$ cat src/verilog/osw_pkg.sv
package osw_pkg;
  // Register indices
  localparam logic [2:0]  REG_OSC_HI     = 3'h0;
  localparam logic [2:0]  REG_OSC_LO     = 3'h1;
  localparam logic [2:0]  REG_TRIM       = 3'h2;
  localparam logic [2:0]  REG_AUX        = 3'h3;
  localparam logic [2:0]  REG_REFO       = 3'h4;
  localparam logic [2:0]  REG_UNLOCK     = 3'h5;
  localparam logic [15:0] UNLOCK_KEY1    = 16'h5a3c;
  localparam logic [15:0] UNLOCK_KEY2    = 16'hc3a5;
  // Reset values
  localparam logic [15:0] AUX_RST        = 16'h2700;
  localparam logic [15:0] REFO_RST       = 16'h0000;
  localparam logic [5:0]  TRIM_RST       = 6'h00;
  // Oscillator control fields
  localparam int          OSC_CURRENT_OSC_SEL_LSB   = 12;
  localparam int          OSC_NEXT_OSC_SEL_LSB   = 8;
  localparam int          OSC_CLKLOCK    = 7;
  localparam int          OSC_IOLOCK     = 6;
  localparam int          OSC_LOCK       = 5;
  localparam int          OSC_CF         = 3;
  localparam int          OSC_SWREQ      = 0;
  // Auxiliary control fields
  localparam int          AUX_EN         = 15;
  localparam int          AUX_LOCKED     = 14;
  localparam int          AUX_SEL        = 13;
  localparam int          AUX_DIV_LSB    = 8;
  localparam int          AUX_ASRC       = 7;
  localparam int          AUX_FRC        = 6;
  // Reference output fields
  localparam int          REFO_ON        = 15;
  localparam int          REFO_SLP       = 13;
  localparam int          REFO_SEL       = 12;
  localparam int          REFO_DIV_LSB   = 8;
  // Oscillator select codes
  localparam logic [2:0]  OSC_FRC        = 3'h0;
  localparam logic [2:0]  OSC_FRC_PLL    = 3'h1;
  localparam logic [2:0]  OSC_PRI        = 3'h2;
  localparam logic [2:0]  OSC_PRI_PLL    = 3'h3;
  localparam logic [2:0]  OSC_RSVD       = 3'h4;
  localparam logic [2:0]  OSC_LOW_POWER_RC_OSC       = 3'h5;
  localparam logic [2:0]  OSC_FRC_DIV16  = 3'h6;
  localparam logic [2:0]  OSC_FRC_POST   = 3'h7;
  localparam logic [3:0]  NEW_CLK_WAIT   = 4'ha;

  typedef enum logic [1:0] {SW_IDLE, SW_START, SW_COUNT, SW_SWITCH} osw_sw_state_t;
  typedef enum logic [1:0] {AUX_REF_NONE, AUX_REF_PRIMARY, AUX_REF_FASTRC} osw_aux_ref_t;

  typedef struct packed {
    logic [2:0]  addr;
    logic [15:0] wdata;
    logic        wr;
    logic        rd;
  } osw_bus_req_t;

  typedef struct packed {
    logic fast_rc;
    logic primary;
    logic low_power_rc;
    logic pll;
  } osw_osc_run_t;
endpackage

$ cat src/verilog/osw_clock_ctrl.sv
// Added by the designer: the address map and the plain strobed port.
`timescale 1ns/1ps
module osw_clock_ctrl (
  input  wire logic                  sys_clk,
  input  wire logic                  rst,
  input  wire logic                  por_rst,
  input  wire osw_pkg::osw_bus_req_t bus_req,
  output logic [15:0]                rd_data,
  input  wire logic                  clock_switch_config_bit,
  input  wire logic                  clock_fail_monitor_cfg,
  input  wire logic [2:0]            initial_osc_config,
  input  wire logic                  wdt_enable,
  input  wire logic                  sleep_mode,
  input  wire logic                  osc_startup_done,
  input  wire logic                  pll_lock_in,
  input  wire logic                  new_clk_tick,
  input  wire logic                  clock_fail_event,
  input  wire logic                  aux_pll_lock_in,
  input  wire logic                  aux_osc_tick,
  input  wire logic                  pll_vco_tick,
  input  wire logic                  xtal_tick,
  output logic signed [5:0]          fast_rc_trim_field,
  output logic                       aux_pll_run,
  output osw_pkg::osw_aux_ref_t      aux_pll_ref,
  output logic                       aux_div_from_aux_osc,
  output logic                       aux_clk_tick,
  output logic                       refout_pin,
  output logic                       refout_active,
  output logic [2:0]                 sys_clk_sel,
  output logic                       switch_busy,
  output osw_pkg::osw_osc_run_t      osc_run
);
  import osw_pkg::*;

  // ---------------------------------------------------------------
  // Helpers
  // ---------------------------------------------------------------
  function automatic osw_osc_run_t src_run(input logic [2:0] code);
    osw_osc_run_t r;
    r.fast_rc      = (code == OSC_FRC) || (code == OSC_FRC_PLL) ||
                     (code == OSC_FRC_DIV16) || (code == OSC_FRC_POST);
    r.primary      = (code == OSC_PRI) || (code == OSC_PRI_PLL);
    r.low_power_rc = (code == OSC_LOW_POWER_RC_OSC);
    r.pll          = (code == OSC_FRC_PLL) || (code == OSC_PRI_PLL);
    return r;
  endfunction

  // ---------------------------------------------------------------
  // State
  // ---------------------------------------------------------------
  osw_sw_state_t state_q;
  logic [2:0]    current_osc_sel_q;
  logic [2:0]    next_osc_sel_q;
  logic [2:0]    target_q;
  logic          swreq_q;
  logic          clklock_q;
  logic          iolock_q;
  logic          lock_q;
  logic          cf_q;
  logic          cfg_load_q;
  logic [3:0]    wait_cnt_q;
  logic          key1_q;
  logic          unlocked_q;
  logic [5:0]    trim_q;
  logic [15:0]   aux_q;
  logic          aux_locked_q;
  logic [15:0]   refo_q;
  logic [7:0]    aux_cnt_q;
  logic          aux_tick_q;
  logic [14:0]   ref_cnt_q;
  logic          ref_pin_q;
  logic          ref_act_q;
  osw_osc_run_t  osc_run_q;
  logic [15:0]   rd_data_q;

  logic          sw_en;
  logic          any_rst;
  logic          wr_osc_hi;
  logic          wr_osc_lo;
  logic          sw_start;
  logic          sw_redundant;
  logic          sw_done;
  logic          src_ready;
  osw_osc_run_t  tgt_run;
  osw_osc_run_t  cur_run;
  logic          clock_fail_monitor_en;
  logic          ref_src_tick;
  logic          ref_enable;
  logic          aux_src_tick;
  logic [7:0]    aux_lim;
  logic [14:0]   ref_lim;

  assign any_rst      = rst || por_rst;
  assign sw_en        = !clock_switch_config_bit;
  assign clock_fail_monitor_en      = sw_en && clock_fail_monitor_cfg;
  assign wr_osc_hi    = bus_req.wr && unlocked_q && (bus_req.addr == REG_OSC_HI);
  assign wr_osc_lo    = bus_req.wr && unlocked_q && (bus_req.addr == REG_OSC_LO);
  assign tgt_run      = src_run(target_q);
  assign cur_run      = src_run(current_osc_sel_q);
  assign sw_start     = (state_q == SW_IDLE) && swreq_q && sw_en && (current_osc_sel_q != next_osc_sel_q);
  assign sw_redundant = (state_q == SW_IDLE) && swreq_q && (current_osc_sel_q == next_osc_sel_q);
  assign sw_done      = (state_q == SW_SWITCH);
  assign src_ready    = (!tgt_run.primary || osc_startup_done) &&
                        (!tgt_run.pll || pll_lock_in);

  // ---------------------------------------------------------------
  // Unlock sequence
  // ---------------------------------------------------------------
  always_ff @(posedge sys_clk) begin
    if (any_rst) begin
      key1_q     <= 1'b0;
      unlocked_q <= 1'b0;
    end else if (bus_req.wr) begin
      // Only the very next write after the key pair is let through
      key1_q     <= (bus_req.addr == REG_UNLOCK) && (bus_req.wdata == UNLOCK_KEY1);
      unlocked_q <= (bus_req.addr == REG_UNLOCK) && (bus_req.wdata == UNLOCK_KEY2)
                    && key1_q;
    end
  end

  // ---------------------------------------------------------------
  // Oscillator control register
  // ---------------------------------------------------------------
  always_ff @(posedge sys_clk) begin
    if (por_rst) begin
      current_osc_sel_q     <= OSC_FRC;
      next_osc_sel_q     <= OSC_FRC;
      cfg_load_q <= 1'b1;
      clklock_q  <= 1'b0;
      iolock_q   <= 1'b0;
    end else begin
      cfg_load_q <= 1'b0;
      if (cfg_load_q || !sw_en) begin
        current_osc_sel_q <= initial_osc_config;
      end else if (sw_done) begin
        current_osc_sel_q <= target_q;
      end
      if (cfg_load_q) begin
        next_osc_sel_q <= initial_osc_config;
      end else if (wr_osc_hi) begin
        next_osc_sel_q <= bus_req.wdata[OSC_NEXT_OSC_SEL_LSB +: 3];
      end
      if (wr_osc_lo) begin
        clklock_q <= bus_req.wdata[OSC_CLKLOCK];
        iolock_q  <= bus_req.wdata[OSC_IOLOCK];
      end
    end
  end

  always_ff @(posedge sys_clk) begin
    if (por_rst || !sw_en) begin
      swreq_q <= 1'b0;
    end else if (sw_redundant || sw_done) begin
      swreq_q <= 1'b0;
    end else if (wr_osc_lo && bus_req.wdata[OSC_SWREQ]) begin
      swreq_q <= 1'b1;
    end
  end

  // Clock fail flag: a new failure wins over any clear
  always_ff @(posedge sys_clk) begin
    if (por_rst) begin
      cf_q <= 1'b0;
    end else if (clock_fail_event && clock_fail_monitor_en) begin
      cf_q <= 1'b1;
    end else if (sw_start) begin
      cf_q <= 1'b0;
    end else if (wr_osc_lo && !bus_req.wdata[OSC_CF]) begin
      cf_q <= 1'b0;
    end
  end

  always_ff @(posedge sys_clk) begin
    if (por_rst || sw_start) begin
      lock_q <= 1'b0;
    end else begin
      lock_q <= pll_lock_in && (cur_run.pll || (state_q != SW_IDLE && tgt_run.pll));
    end
  end

  // ---------------------------------------------------------------
  // Switch sequencer
  // ---------------------------------------------------------------
  always_ff @(posedge sys_clk) begin
    if (any_rst) begin
      state_q    <= SW_IDLE;
      target_q   <= OSC_FRC;
      wait_cnt_q <= 4'h0;
    end else begin
      unique case (state_q)
        SW_IDLE: begin
          if (sw_start) begin
            target_q <= next_osc_sel_q;
            state_q  <= SW_START;
          end
        end
        SW_START: begin
          wait_cnt_q <= 4'h0;
          if (src_ready) begin
            state_q <= SW_COUNT;
          end
        end
        SW_COUNT: begin
          if (new_clk_tick) begin
            wait_cnt_q <= wait_cnt_q + 4'h1;
            if (wait_cnt_q == NEW_CLK_WAIT - 4'h1) begin
              state_q <= SW_SWITCH;
            end
          end
        end
        SW_SWITCH: begin
          state_q <= SW_IDLE;
        end
      endcase
    end
  end

  // Oscillators kept running; old one dropped once current moves on, except low-power RC while wdt_enable or fail monitor is on
  always_ff @(posedge sys_clk) begin
    if (por_rst) begin
      osc_run_q <= '0;
    end else begin
      osc_run_q.fast_rc      <= cur_run.fast_rc || (switch_busy && tgt_run.fast_rc);
      osc_run_q.primary      <= cur_run.primary || (switch_busy && tgt_run.primary);
      osc_run_q.pll          <= cur_run.pll || (switch_busy && tgt_run.pll);
      osc_run_q.low_power_rc <= cur_run.low_power_rc || (switch_busy && tgt_run.low_power_rc)
                                || wdt_enable || clock_fail_monitor_en;
    end
  end

  // ---------------------------------------------------------------
  // Trim and auxiliary clock registers
  // ---------------------------------------------------------------
  always_ff @(posedge sys_clk) begin
    if (por_rst) begin
      trim_q <= TRIM_RST;
      aux_q  <= AUX_RST;
    end else if (bus_req.wr) begin
      if (bus_req.addr == REG_TRIM) begin
        trim_q <= bus_req.wdata[5:0];
      end
      if (bus_req.addr == REG_AUX) begin
        aux_q <= bus_req.wdata & 16'he7c0;
      end
    end
  end

  always_ff @(posedge sys_clk) begin
    if (por_rst) begin
      aux_locked_q <= 1'b0;
    end else begin
      aux_locked_q <= aux_q[AUX_EN] && aux_pll_lock_in;
    end
  end

  assign aux_src_tick = aux_q[AUX_SEL] ? aux_osc_tick : pll_vco_tick;
  assign aux_lim      = (aux_q[AUX_DIV_LSB +: 3] == 3'h0) ? 8'hff :
                        8'((9'h001 << (3'h7 - aux_q[AUX_DIV_LSB +: 3])) - 9'h001);

  always_ff @(posedge sys_clk) begin
    if (por_rst) begin
      aux_cnt_q  <= 8'h00;
      aux_tick_q <= 1'b0;
    end else if (aux_src_tick) begin
      aux_tick_q <= (aux_cnt_q >= aux_lim);
      aux_cnt_q  <= (aux_cnt_q >= aux_lim) ? 8'h00 : aux_cnt_q + 8'h01;
    end else begin
      aux_tick_q <= 1'b0;
    end
  end

  // ---------------------------------------------------------------
  // Reference clock output
  // ---------------------------------------------------------------
  always_ff @(posedge sys_clk) begin
    if (any_rst) begin
      refo_q <= REFO_RST;
    end else if (bus_req.wr && bus_req.addr == REG_REFO) begin
      // Divider taken as written; software disables output first
      refo_q <= bus_req.wdata & 16'hbf00;
    end
  end

  assign ref_enable   = refo_q[REFO_ON] && (!sleep_mode || refo_q[REFO_SLP]);
  assign ref_src_tick = refo_q[REFO_SEL] ? xtal_tick : 1'b1;
  assign ref_lim      = 15'((16'h0001 << refo_q[REFO_DIV_LSB +: 4]) - 16'h0001);

  always_ff @(posedge sys_clk) begin
    if (any_rst || !ref_enable) begin
      ref_cnt_q <= 15'h0000;
      ref_pin_q <= 1'b0;
    end else if (ref_src_tick) begin
      ref_pin_q <= (ref_cnt_q >= ref_lim);
      ref_cnt_q <= (ref_cnt_q >= ref_lim) ? 15'h0000 : ref_cnt_q + 15'h0001;
    end else begin
      ref_pin_q <= 1'b0;
    end
  end

  always_ff @(posedge sys_clk) begin
    if (any_rst) begin
      ref_act_q <= 1'b0;
    end else begin
      ref_act_q <= ref_enable;
    end
  end

  // ---------------------------------------------------------------
  // Read port
  // ---------------------------------------------------------------
  always_ff @(posedge sys_clk) begin
    if (any_rst || !bus_req.rd) begin
      rd_data_q <= 16'h0000;
    end else begin
      unique case (bus_req.addr)
        REG_OSC_HI, REG_OSC_LO: rd_data_q <= {1'b0, current_osc_sel_q, 1'b0, next_osc_sel_q, clklock_q,
                                              iolock_q, lock_q, 1'b0, cf_q, 2'b00, swreq_q};
        REG_TRIM: rd_data_q <= {10'h000, trim_q};
        REG_AUX:  rd_data_q <= {aux_q[15], aux_locked_q, aux_q[13:0]};
        REG_REFO: rd_data_q <= refo_q;
        default:  rd_data_q <= 16'h0000;
      endcase
    end
  end

  assign rd_data              = rd_data_q;
  assign fast_rc_trim_field   = $signed(trim_q);
  assign aux_pll_run          = aux_q[AUX_EN];
  assign aux_pll_ref          = aux_q[AUX_FRC]  ? AUX_REF_FASTRC :
                                aux_q[AUX_ASRC] ? AUX_REF_PRIMARY : AUX_REF_NONE;
  assign aux_div_from_aux_osc = aux_q[AUX_SEL];
  assign aux_clk_tick         = aux_tick_q;
  assign refout_pin           = ref_pin_q;
  assign refout_active        = ref_act_q;
  assign sys_clk_sel          = current_osc_sel_q;
  assign switch_busy          = (state_q != SW_IDLE);
  assign osc_run              = osc_run_q;

  // ---------------------------------------------------------------
  // Checks
  // ---------------------------------------------------------------
  property p_swreq_disabled;
    @(posedge sys_clk) disable iff (any_rst)
    clock_switch_config_bit |=> !swreq_q;
  endproperty
  a_swreq_disabled: assert property (p_swreq_disabled) else $error("request set while disabled");

  property p_current_osc_sel_initial;
    @(posedge sys_clk) disable iff (any_rst)
    clock_switch_config_bit && $stable(initial_osc_config) |=> current_osc_sel_q == $past(initial_osc_config);
  endproperty
  a_current_osc_sel_initial: assert property (p_current_osc_sel_initial) else $error("current select not initial config");

  property p_redundant;
    @(posedge sys_clk) disable iff (any_rst)
    sw_redundant |=> !swreq_q && state_q == SW_IDLE;
  endproperty
  a_redundant: assert property (p_redundant) else $error("redundant switch not aborted");

  property p_start_clears;
    @(posedge sys_clk) disable iff (any_rst)
    sw_start && !clock_fail_event |=> !cf_q && !lock_q;
  endproperty
  a_start_clears: assert property (p_start_clears) else $error("flags not cleared at start");

  property p_wait_ready;
    @(posedge sys_clk) disable iff (any_rst)
    state_q == SW_START && !src_ready |=> state_q == SW_START;
  endproperty
  a_wait_ready: assert property (p_wait_ready) else $error("left start before source ready");

  property p_ten_ticks;
    @(posedge sys_clk) disable iff (any_rst)
    $rose(state_q == SW_SWITCH) |-> wait_cnt_q == NEW_CLK_WAIT && $past(new_clk_tick);
  endproperty
  a_ten_ticks: assert property (p_ten_ticks) else $error("changeover without ten new clocks");

  property p_done;
    @(posedge sys_clk) disable iff (any_rst)
    sw_done && sw_en |=> current_osc_sel_q == $past(target_q) && !swreq_q;
  endproperty
  a_done: assert property (p_done) else $error("switch completion wrong");

  property p_current_osc_sel_hold;
    @(posedge sys_clk) disable iff (any_rst)
    sw_en && !cfg_load_q && state_q != SW_SWITCH && $past(sw_en) |=> $stable(current_osc_sel_q);
  endproperty
  a_current_osc_sel_hold: assert property (p_current_osc_sel_hold) else $error("clock changed before final step");

  property p_low_power_rc_osc_kept;
    @(posedge sys_clk) disable iff (any_rst)
    wdt_enable |=> osc_run_q.low_power_rc;
  endproperty
  a_low_power_rc_osc_kept: assert property (p_low_power_rc_osc_kept) else $error("low-power RC stopped");

  property p_ref_off;
    @(posedge sys_clk) disable iff (any_rst)
    !ref_enable |=> !ref_pin_q;
  endproperty
  a_ref_off: assert property (p_ref_off) else $error("reference output while disabled");

  property p_locked_needs_en;
    @(posedge sys_clk) disable iff (any_rst)
    !aux_q[AUX_EN] |=> !aux_locked_q;
  endproperty
  a_locked_needs_en: assert property (p_locked_needs_en) else $error("aux locked while off");

  property p_unlock_gate;
    @(posedge sys_clk) disable iff (any_rst)
    bus_req.wr && bus_req.addr == REG_OSC_HI && !unlocked_q |=> $stable(next_osc_sel_q);
  endproperty
  a_unlock_gate: assert property (p_unlock_gate) else $error("locked write changed next select");
endmodule

$ cat config.mk
export PLATFORM = sky130hd
export DESIGN_NAME = osw_clock_ctrl
export DESIGN_NICKNAME = d
export VERILOG_FILES = /design/src/verilog/osw_pkg.sv /design/src/verilog/osw_clock_ctrl.sv
export SDC_FILE = /design/constraint.sdc
export NUM_CORES = 1
export LEC_CHECK = 0
export BUFFER_PORTS_ARGS = -buffer_cell sky130_fd_sc_hd__buf_2
export CORE_MARGIN = 1
export CORE_UTILIZATION = 57
export DETAILED_ROUTE_END_ITERATION = 10
export GPL_TIMING_DRIVEN = 1
export PLACE_DENSITY_LB_ADDON = 0.12
export REMOVE_ABC_BUFFERS = 1
export SLEW_MARGIN = 10
export SYNTH_ARGS = -nofsm -noshare
export SYNTH_HDL_FRONTEND = slang
export SYNTH_SLANG_ARGS = --single-unit
$ cat constraint.sdc
create_clock -name sys_clk -period 3.42 [get_ports sys_clk]
set_clock_uncertainty 0.05 [all_clocks]
set_input_delay 0.342 -clock sys_clk [delete_from_list [all_inputs] [get_ports sys_clk]]
set_output_delay 0.342 -clock sys_clk [all_outputs]
set_load 0.01 [all_outputs]
# Word-level counts from Yosys, hierarchy flattened
# Cells that the tools add are included.
[totals] ff_bits=91 output_inout_bits=37 inputBits=39
[classes] muxes=23 shift=2 eq_ne=29 bitwise_logic=2 n_addsub=6 order_cmp=2 reduce_logical=75
[op_table] operator="$pmux 16 s4" count=1
[op_table] operator="$logic_or 1x1->1" count=26
[op_table] operator="$eq 3x3->1 const B" count=8
[op_table] operator="$logic_and 1x1->1" count=23
[op_table] operator="$eq 3x2->1 const B" count=6
[op_table] operator="$eq 16x15->1 const B" count=1
[op_table] operator="$eq 16x16->1 const B" count=1
[op_table] operator="$mux 8" count=2
[op_table] operator="$add 15x1->15 const B" count=1
[op_table] operator="$ge 15x15->1" count=1
[op_table] operator="$mux 15" count=1
[op_table] operator="$shl 1x4->15 const A" count=1
[op_table] operator="$sub 15x1->15 const B" count=1
[op_table] operator="$logic_not 3->1" count=4
[op_table] operator="$mux 3" count=4
[op_table] operator="$mux 2" count=5
[op_table] operator="$eq 3x1->1 const B" count=3
[op_table] operator="$add 8x1->8 const B" count=1
[op_table] operator="$ge 8x8->1" count=1
[op_table] operator="$ne 2x2->1 const B" count=4
[op_table] operator="$pmux 2 s4" count=1
[op_table] operator="$pmux 4 s2" count=1
[op_table] operator="$reduce_and 2->1" count=4
[op_table] operator="$reduce_bool 2->1" count=4
[op_table] operator="other kinds (17)" count=34

# Logic depth before layout (Yosys ltp)
# Gate-level depths: netlist of run 1.
[depth] ltp_word=7 mapped_depth=16 depth_no_buf=13

# Worst setup path before layout of run 1
# OpenSTA, ideal clock, no wires.
[synth_path] path_kind="register -> register" from="reg refo_q[11]" to="reg ref_cnt_q[10]" path_slack_ns=0.453 n_path_buf=3 path_stages_with_launch=17 t_arrival_ns=2.853 setup_ns=0.064 period_less_slack_ns=2.967 path_cell_list="dfxtp_1 -> clkbuf_1 -> nor2_1 -> nand3b_1 -> ha_1 -> buf_1 -> nor2_1 -> a22o_1 -> a21oi_1 -> ha_1 -> a21oi_1 -> o21a_1 -> o21ai_1 -> a211oi_2 -> o21ai_1 -> buf_2 -> nor2_1"
[synth_between] elab_chain_cells=4
[synth_rtl] element="start: declaration" line="osw_clock_ctrl.sv:67" source="logic [15:0] refo_q;"
[synth_rtl] element="start signal: assignment" line="osw_clock_ctrl.sv:280" source="refo_q <= bus_req.wdata & 16'hbf00;"
[synth_rtl] element="$shl 1x4->15" line="osw_clock_ctrl.sv:286" source="assign ref_lim = 15'((16'h0001 << refo_q[REFO_DIV_LSB +: 4]) - 16'h0001);"
[synth_rtl] element="$sub 15x1->15" line="osw_clock_ctrl.sv:286"
[synth_rtl] element="$ge 15x15->1" line="osw_clock_ctrl.sv:294" source="ref_cnt_q <= (ref_cnt_q >= ref_lim) ? 15'h0000 : ref_cnt_q + 15'h0001;"
[synth_rtl] element="$mux 15" line="osw_clock_ctrl.sv:294"
[synth_rtl] element="end signal: assignment" line="osw_clock_ctrl.sv:294"
[synth_rtl] element="end: declaration" line="osw_clock_ctrl.sv:70" source="logic [14:0] ref_cnt_q;"
# Every way passes these cells.
# A chain may end at the register's enable or synchronous reset.

# Worst setup path in the final report of run 1
[layout_path] from="reg refo_q[10]" to="reg ref_cnt_q[0]"
# Same word-level chain as after synthesis.

==> results of run 1 <==
[Yosys cell counts (all sizes together), types with 13 or more instances]
master  instances  share of area
nand4          16          0.025
o21ai          13          0.014
a21oi          49          0.053
clkbuf         20          0.016
nand2          50          0.040
inv            19          0.015
mux2i          23          0.050
dfxtp          90           0.39
ha             33          0.089
nand3          18          0.019
nor2           89          0.072
[kinds of logic (layout without fill, tap and decap cells)]
kind of cell               count (synthesis)  count (layout)  synth area share
DFF                                       90              90            0.3887
adders and majority gates                 33              33           0.08907
and+or+nand+nor                          243             243            0.2591
buffers and inverters                     46             116           0.03914
muxes                                     24              24           0.05290
xor gates and xnor gates                  24              24           0.04534
AOI/OAI and AO/OA                         96              96            0.1258
[stage by stage]
step / utilization / instance area [um2] / TNS, ns
finish: 0.6780 / 5294 / 0
global route: 0.6780 / 5294 / -0.3076
CTS: 0.6776 / 5290 / 0
detailed placement: 0.6498 / 5074 / 0
global placement: 0.6498 / 5074 / 0
floorplan: - / 4526 / 0
[layer usage]
| layer | up-vias | GRT usage | share of wire |
|---|---|---|---|
| met1 | 1906 | 0.3230 | 0.45 |
| met3 | 19 | 0.04809 | 0.043 |
| met2 | 107 | 0.4434 | 0.49 |
| met4 | 0 | 0.1042 | 0.016 |
| met5 | - | 0 | 0 |
| li1 | 2056 | - | - |
[power breakdown]
part	switching, mW	internal [mW]	total, mW
Combinational	0.109	0.0815	0.191
Sequential	0.0197	1.07	1.09
Clock	0.419	0.360	0.779
[sequential cells by signal, summed over array words and instances (netlist names), 2 cells and up]
| name | flops |
|---|---|
| ref_cnt_q | 15 |
| sys_clk_sel | 3 |
| rd_data | 16 |
| aux_q | 7 |
| next_osc_sel_q | 3 |
| wait_cnt_q | 4 |
| refo_q | 7 |
| fast_rc_trim_field | 6 |
| state_q | 2 |
| aux_cnt_q | 8 |
| target_q | 3 |
| osc_run | 4 |
[path summary, 6_finish.rpt]
path                           start           end  cells past startpoint
max                       refo_q[10]  ref_cnt_q[0]                     14
min          clock_switch_config_bit       swreq_q                      2
max reg2reg               refo_q[10]  ref_cnt_q[0]                     14
min reg2reg                 iolock_q      iolock_q                      2
[repair_timing]
item                                    4_1_cts  5_1_grt
endpoints found under the setup margin        0       12
hold buffers                                  0        0
gates resized for setup                       0        1
hold endpoints to repair                      0        0
[worst max-delay path: cells and delay by family (launching register included)]
family | cells | cell delay [ns]
compound gates | 7 | 1.11
flops | 1 | 0.32
fa+ha+maj | 2 | 0.62
simple gates | 4 | 0.85
buf+inv | 1 | 0.18
[cell type report]
type,count,area (um2)
Sequential cell,90,1802
Multi-Input combinational cell,420,2656
Inverter,19,71.32
Fill cell,665,2514
Tap cell,102,127.6
Clock inverter,7,92.59
Timing Repair Buffer,81,420.4
Clock buffer,9,123.9
==> flow_metrics.py, run 1 <==
metrics = {
    "floorplan": {
        "die_height_um": 92.18,
        "die-width_um": 92.18,
        "die-area_um2": 8497,
        "start_util": 0.5938,
        "io_pins": 76,
        "num_rows": 32,
        "core_area_um2": 7807,
    },
    "cells_and_area": {
        "final_cell_mix": "dfxtp_1 (90), nor2_1 (89), buf_2 (75), nand2_1 (50), a21oi_1 (49)",
        "fin_cells": 728,
        "nets": 693,
        "final_common_cell": "dfxtp_1",
        "layout-drive-gt1-share": 0.1741,
        "synthToLayoutAreaGrowth_pct": 14.20,
        "n_antenna_cell": 0,
    },
    "sta": {
        "maxSlewHeadroom": 0.5816,
        "timing.final.ws_setup_ns": 0.2358,
        "period_minus_slack_ns": 3.184,
        "rsz0062_at_grt": "yes",
        "hold_viol_final": 0,
        "period_share": 0.9311,
        "clock.fmax_ghz": 0.3141,
        "holdWs_ns": 0.1319,
        "setup_violations": 0,
        "worstMarginPinSlew_ns": 0.6275,
        "slew_viol_final": 0,
    },
    "worst_setup_path": {
        "critPathLaunchType": "flop",
        "worstPathCellList": "nor2_1, nand3b_1, ha_1, or2_2, o21ai_0, a31oi_1, ha_1, a21oi_1, o21a_1, o21ai_1, a211oi_2, buf_4, nand3_1, a21oi_1",
        "r2r_slack_ns": 0.24,
        "cp.arrival_ns": 3.42,
        "crit_slowest_cell": "ha_1",
        "endpoint_kind": "flop",
        "crit_required_ns": 3.66,
        "worstSetupPathType": "flop to flop",
        "critPathMaxFanout": 5,
        "cp_slowest_stage_delay_ns": 0.34,
    },
    "clock_network": {
        "clk_latency_ns": 0.36,
        "numCtsBuffers": 9,
        "cts_tree": "done",
        "clk_pin_slew_ns": 0.10,
        "post_cts_buffers": 0,
        "cts_sinks": 90,
        "cts_max_path_buffers": 2,
        "root_buffer": "clkbuf_8",
        "h-tree-depth": 3,
    },
    "run_status": {
        "status": "completed",
    },
    "power": {
        "report.power.total_mw": 2.055,
        "powerDensity_nw_per_um2": 388.2,
        "irDropWorstVdd_v": 0.0002748,
        "power.leakage_nw": 2.216,
    },
    "synth": {
        "synth_cells": 556,
        "synth_area_um2": 4636,
        "synth-edff-count": 0,
        "ys_ff_latch": 90,
        "synth.distinct_cells": 54,
        "async_flop_share": 0,
        "synth_warnings": 0,
        "yosysSeqAreaShare": 0.3887,
        "synth_area_per_cell_um2": 8.338,
        "synth-main-ff-cell": "dfxtp_1",
    },
    "drt": {
        "wl_per_cell_um": 14.44,
        "antenna_left": 0,
        "vias_per_cell": 5.615,
        "num_vias": 4088,
        "wl_um": 10510,
        "drt_iter0_drc": 147,
        "route.detailed.drc": 0,
        "first_pass_iters": 5,
    },
    "place": {
        "gp_congestion": 0.8773,
        "hpwl_um": 7895,
        "dpl_worst_slack_ns": 0.1150,
        "dp_cells": 712,
        "port_buffers": 75,
    },
    "run": {
        "maxCapViolations": 0,
    },
    "global_route": {
        "grt_pass1_vias": 3893,
        "grtUsageTotal": 0.2603,
        "antenna_found_initial": 0,
        "grt_pass1_wl_um": 17770,
        "grt.overflow.total": 0,
        "grt_max_degree": 34,
    },
    "min_path": {
        "min_path_type": "primary input to flop",
    },
}
(Power assumes the default switching activity.)
==> inputs of run 2 (changes only) <==
--- a/config.mk
+++ b/config.mk
@@ -6,8 +6,10 @@
 export NUM_CORES = 1
 export LEC_CHECK = 0
 export BUFFER_PORTS_ARGS = -buffer_cell sky130_fd_sc_hd__buf_2
+export CELL_PAD_IN_SITES_DETAIL_PLACEMENT = 1
+export CELL_PAD_IN_SITES_GLOBAL_PLACEMENT = 1
 export CORE_MARGIN = 1
-export CORE_UTILIZATION = 57
+export CORE_UTILIZATION = 42
 export DETAILED_ROUTE_END_ITERATION = 10
 export GPL_TIMING_DRIVEN = 1
 export PLACE_DENSITY_LB_ADDON = 0.12
==> run 2 against run 1 <==
Sequential cell count did not move; count of clock-buffer cells in the layout rose by 1; maximum frequency rose by 2.2%; non-clock buffer count rose by 1; sequential power barely moved; combinational power rose by 4%; clock power fell by 9.5%; power fell by 3.2%; final cell count rose by 4.8%; worst hold slack got worse by 0.0076 ns.
==> flow_metrics.py, run 2 (synthesis results as in run 1) <==
metrics = {
    "run_status": {
        "status": "completed",
    },
    "power": {
        "irDropWorstVdd_v": 0.0002784,
        "report.power.total_mw": 1.989,
        "power.leakage_nw": 2.204,
        "powerDensity_nw_per_um2": 373.5,
    },
    "worst_setup_path": {
        "crit_required_ns": 3.62,
        "worstSetupPathType": "flop to flop",
        "r2r-start": "refo_q[10]",
        "endpoint_kind": "flop",
        "cp_slowest_stage_delay_ns": 0.41,
        "rr_endpoint": "ref_cnt_q[11]",
        "critPathBufInv": 0,
        "critical-path-top-delay-family": "compound AO/OA/AOI/OAI gates",
        "r2r_slack_ns": 0.30,
        "worstPathCellList": "nor2_1, nand3b_1, ha_1, or2_2, o21ai_0, a31oi_1, ha_1, nand2_1, o21a_1, o21ai_1, a211oi_2, o21ai_2, nor2_1",
        "critPathLaunchType": "flop",
        "crit_slowest_cell": "o21ai_2",
        "critPathLaunch": "refo_q[10]",
        "rr_worst_depth": 13,
        "cp.arrival_ns": 3.31,
        "critPathMaxFanout": 12,
    },
    "place": {
        "placed_cell_area_um2": 5136,
        "port_buffers": 75,
        "hpwl_um": 9448,
        "gp_congestion": 0.8238,
    },
    "drt": {
        "wl_um": 12470,
        "drt_iter0_drc": 189,
        "antenna_left": 0,
        "num_vias": 4120,
        "wl_per_cell_um": 16.34,
        "vias_per_cell": 5.400,
        "route.detailed.drc": 0,
        "first_pass_iters": 4,
    },
    "clock_network": {
        "post_cts_buffers": 0,
        "clk_latency_ns": 0.38,
        "cts_sinks": 90,
        "clk_pin_slew_ns": 0.09,
        "cts_max_path_buffers": 2,
        "numCtsBuffers": 9,
        "root_buffer": "clkbuf_8",
        "h-tree-depth": 3,
        "cts_tree": "done",
    },
    "cells_and_area": {
        "largest_register_ff_count": 16,
        "final_common_cell": "dfxtp_1",
        "n_antenna_cell": 0,
        "nets": 694,
        "layout-drive-gt1-share": 0.1754,
        "final_cell_mix": "dfxtp_1 (90), nor2_1 (89), buf_2 (75), nand2_1 (50), a21oi_1 (49)",
        "final_area_um2": 5326,
        "synthToLayoutAreaGrowth_pct": 14.90,
    },
    "sta": {
        "rsz0062_at_grt": "no",
        "setup_violations": 0,
        "period_minus_slack_ns": 3.117,
        "clock.fmax_ghz": 0.3209,
        "hold_viol_final": 0,
        "slew_viol_final": 0,
        "setup_tns_ns": 0,
        "worstMarginPinSlew_ns": 0.5859,
        "maxSlewHeadroom": 0.6064,
        "period_share": 0.9113,
    },
    "floorplan": {
        "die_height_um": 107.1,
        "io_pins": 76,
        "die-area_um2": 11460,
        "die-width_um": 107.1,
        "num_rows": 37,
        "core_area_um2": 10510,
        "start_util": 0.4411,
    },
    "global_route": {
        "grt_max_degree": 33,
        "grt.overflow.total": 0,
        "grt_pass1_vias": 4231,
        "grtUsageTotal": 0.2319,
        "antenna_found_initial": 0,
        "grt_pass1_wl_um": 20750,
    },
    "min_path": {
        "hold_depth": 2,
        "hold_end": "swreq_q",
        "min_path_type": "primary input to flop",
        "hp-start": "clock_switch_config_bit",
    },
    "run": {
        "maxCapViolations": 0,
    },
}
## run 2: repair_timing
item,4_1_cts,5_1_grt
hold buffers,0,0
resized for setup,0,1
endpoints found under the hold margin,0,0
endpoints found under the setup margin,0,12
## run 2: worst max path at each step
stage	to	slack (ns)	cells past startpoint
5_1_grt	ref_cnt_q[11]	0.04	13
6_report	ref_cnt_q[11]	0.30	13
3_5_place_dp	ref_cnt_q[11]	0.11	13
3_3_place_gp	ref_cnt_q[12]	0.22	13
2_1_floorplan	ref_cnt_q[10]	0.36	13
4_1_cts	ref_cnt_q[11]	0.06	13
## run 2: per-stage QoR
stage               setup slack (ns)  hold slack [ns]  cells  utilization
global placement              0.2225           0.4004    747       0.4887
finish                        0.3034           0.1242    763       0.5068
floorplan                     0.3588           0.3197    529            -
detailed placement            0.1083           0.4131    747       0.4887
CTS                          0.06271          0.09958    763       0.5065
global route                 0.04127           0.1199    763       0.5068
## run 2: layer usage
layer,share of wire,GRT usage,wire length [um]
met1,0.47,0.2857,5821
met2,0.49,0.4037,6159
met3,0.028,0.05532,345
met4,0.011,0.05969,140
met5,0,0,0
## run 2: cell type report
type | instances | area, um2
clock buffer | 10 | 137.6
timing repair buffer | 82 | 440.4
sequential | 90 | 1802
multi-input combinational | 420 | 2656
clock inverter | 6 | 48.80
inverter | 19 | 71.32
tap | 136 | 170.2
fill | 1296 | 5182
## run 2: report_power, final
group	internal (mW)	switching, mW	total [mW]	leakage [nW]
Sequential	1.07	0.0204	1.09	0.729
Combinational	0.0835	0.115	0.198	1.38
Clock	0.291	0.414	0.705	0.0908
Total	1.44	0.549	1.99	2.20
==> inputs of run 3 (changes only) <==
--- a/config.mk
+++ b/config.mk
@@ -9,7 +9,7 @@
 export CELL_PAD_IN_SITES_DETAIL_PLACEMENT = 1
 export CELL_PAD_IN_SITES_GLOBAL_PLACEMENT = 1
 export CORE_MARGIN = 1
-export CORE_UTILIZATION = 42
+export CORE_UTILIZATION = 38
 export DETAILED_ROUTE_END_ITERATION = 10
 export GPL_TIMING_DRIVEN = 1
 export PLACE_DENSITY_LB_ADDON = 0.12
==> constraint.sdc (replaced) <==
create_clock -name sys_clk -period 2.5 [get_ports sys_clk]
set_clock_uncertainty 0.05 [all_clocks]
set_input_delay 0.25 -clock sys_clk [delete_from_list [all_inputs] [get_ports sys_clk]]
set_output_delay 0.25 -clock sys_clk [all_outputs]
set_load 0.01 [all_outputs]
==> run 3 against run 2 <==
First-iteration DRC count is 37% lower; the run now ends with negative setup slack left; power grew 63%; critical path depth up 2; wire length rose by 6.7%; critical endpoint is now ref_cnt_q[7]; die area up 10%; sequential power is 36% higher; count of clock-buffer cells in the layout is 1 higher.
==> flow_metrics.py, run 3 (synthesis results as in run 1) <==
metrics = {
    "run_status": {
        "status": "finished, violations left",
        "violations": "negative setup slack",
    },
    "cells_and_area": {
        "n_antenna_cell": 0,
        "layout-drive-gt1-share": 0.2438,
        "regArea_um2": 1812,
        "fillers": 1398,
        "final_common_cell": "dfxtp_1",
        "nets": 711,
        "largest_register_ff_count": 16,
        "synthToLayoutAreaGrowth_pct": 23.81,
        "multi_input_area_um2": 2783,
        "final_cell_mix": "dfxtp_1 (86), nor2_1 (77), buf_2 (75), nand2_1 (47), a21oi_1 (42)",
    },
    "clock_network": {
        "clk_latency_ns": 0.35,
        "numCtsBuffers": 9,
        "cts_tree": "done",
        "root_buffer": "clkbuf_16",
        "h-tree-depth": 3,
        "clk_pin_slew_ns": 0.07,
        "cts_sinks": 90,
        "cts_max_path_buffers": 2,
    },
    "drt": {
        "first_pass_iters": 4,
        "antenna_left": 0,
        "drt_iter0_drc": 119,
        "num_vias": 4201,
        "vias_per_cell": 5.338,
        "wl_um": 13310,
        "route.detailed.drc": 0,
        "wl_per_cell_um": 16.91,
    },
    "floorplan": {
        "die-area_um2": 12650,
        "die-width_um": 112.5,
        "start_util": 0.3975,
        "core_area_um2": 11660,
        "num_rows": 39,
        "die_height_um": 112.5,
        "io_pins": 76,
    },
    "global_route": {
        "grtUsageTotal": 0.2207,
        "grt.overflow.total": 0,
        "grt_pass1_wl_um": 21940,
        "grt_max_degree": 33,
        "antenna_found_initial": 0,
        "grt_pass1_vias": 4331,
    },
    "place": {
        "port_buffers": 75,
        "gp_congestion": 0.8274,
        "dpl_worst_slack_ns": -0.3483,
        "hpwl_um": 9809,
    },
    "worst_setup_path": {
        "critPathLaunch": "refo_q[10]",
        "r2r-start": "refo_q[10]",
        "endpoint_kind": "flop",
        "critPathMaxFanout": 9,
        "r2r_slack_ns": -0.23,
        "crit_required_ns": 2.73,
        "rr_endpoint": "ref_cnt_q[7]",
        "worstSetupPathType": "flop to flop",
        "critPathLaunchType": "flop",
        "cp.arrival_ns": 2.96,
        "crit_path_end": "ref_cnt_q[7]",
        "rr_worst_depth": 15,
    },
    "power": {
        "switching_share": 0.2502,
        "power.leakage_nw": 2.392,
        "irDropWorstVdd_v": 0.0005328,
        "power_frac_seq": 0.457,
        "combPwrFrac": 0.092,
        "report.power.total_mw": 3.243,
        "power.internal_mw": 2.431,
        "clkPwrFrac": 0.451,
        "powerDensity_nw_per_um2": 565.0,
        "power.net_switching_mw": 0.8112,
    },
    "sta": {
        "slew_viol_final": 0,
        "maxSlewHeadroom": 0.6058,
        "setup_violations": 16,
        "period_minus_slack_ns": 2.731,
        "clock.fmax_ghz": 0.3661,
        "timing.final.ws_setup_ns": -0.2315,
        "rsz0062_at_grt": "yes",
        "worstMarginPinSlew_ns": 0.5868,
        "period_share": 1.093,
        "hold_viol_final": 0,
    },
    "min_path": {
        "min_path_type": "primary input to flop",
    },
    "run": {
        "maxCapViolations": 0,
    },
}
## run 3: metrics by stage
| stage | util | std cells | setup TNS (ns) | hold WS [ns] | area, um2 |
|---|---|---|---|---|---|
| global route | 0.4921 | 787 | -6.154 | 0.06924 | 5739 |
| CTS | 0.4851 | 786 | -3.578 | 0.05547 | 5658 |
| global placement | 0.4491 | 768 | -2.930 | 0.3962 | 5238 |
| finish | 0.4921 | 787 | -3.393 | 0.06316 | 5739 |
| detailed placement | 0.4491 | 768 | -5.156 | 0.3994 | 5238 |
| floorplan | - | 529 | -8.020 | 0.2277 | 4526 |
## run 3: power groups by stage
stage | logic [mW] | registers [mW] | clock network, mW
after global placement | 0.270 | 1.52 | 0
after CTS | 0.295 | 1.48 | 1.50
after floorplan | 0.135 | 1.52 | 0
after global routing | 0.331 | 1.49 | 1.56
final | 0.299 | 1.48 | 1.46
after detailed placement | 0.280 | 1.52 | 0
## run 3: worst max-delay path: stages (launching register included)
cell and delay, ns:
dfxtp_2 0.33, nor2_4 0.14, nand3b_1 0.14, ha_4 0.21, buf_8 0.14, nand2_4 0.08
o21ai_0 0.08, a22o_1 0.20, a21oi_2 0.18, ha_4 0.23, a21oi_2 0.16, a21oi_2 0.09
a211oi_4 0.27, o21ai_2 0.11, buf_6 0.16, nor2_2 0.10
## run 3: worst min-delay path by stage
stage | start | to | slack (ns) | cells past startpoint
after floorplan | por_rst | cfg_load_q | 0.23 | 0
after global placement | clklock_q | clklock_q | 0.40 | 2
after detailed placement | lock_q | rd_data[5] | 0.40 | 2
after CTS | clock_switch_config_bit | swreq_q | 0.06 | 2
after global routing | clock_switch_config_bit | swreq_q | 0.07 | 2
final | clock_switch_config_bit | swreq_q | 0.06 | 2
## run 3: layout make-up
class	count	share of cell area
clock buffers	11	0.04404
clock inverters	5	0.01177
inverters	19	0.01243
multi-input cells	420	0.4848
flip-flops and latches	90	0.3157
well taps	143	0.03118
repair buffers	99	0.1001
## run 3: what timing repair did
action | 4_1_cts | 5_1_grt
setup buffers | 1 | 1
hold buffers | 0 | 0
cloned | 1 | 0
endpoints found under the setup margin | 16 | 16
resized for setup | 30 | 18
pin swaps | 17 | 14
## run 3: metal layers
metal	global-route usage	wire, um
met1	0.2680	6053
met2	0.3859	6562
met3	0.05616	468
met4	0.06133	222
met5	0	0
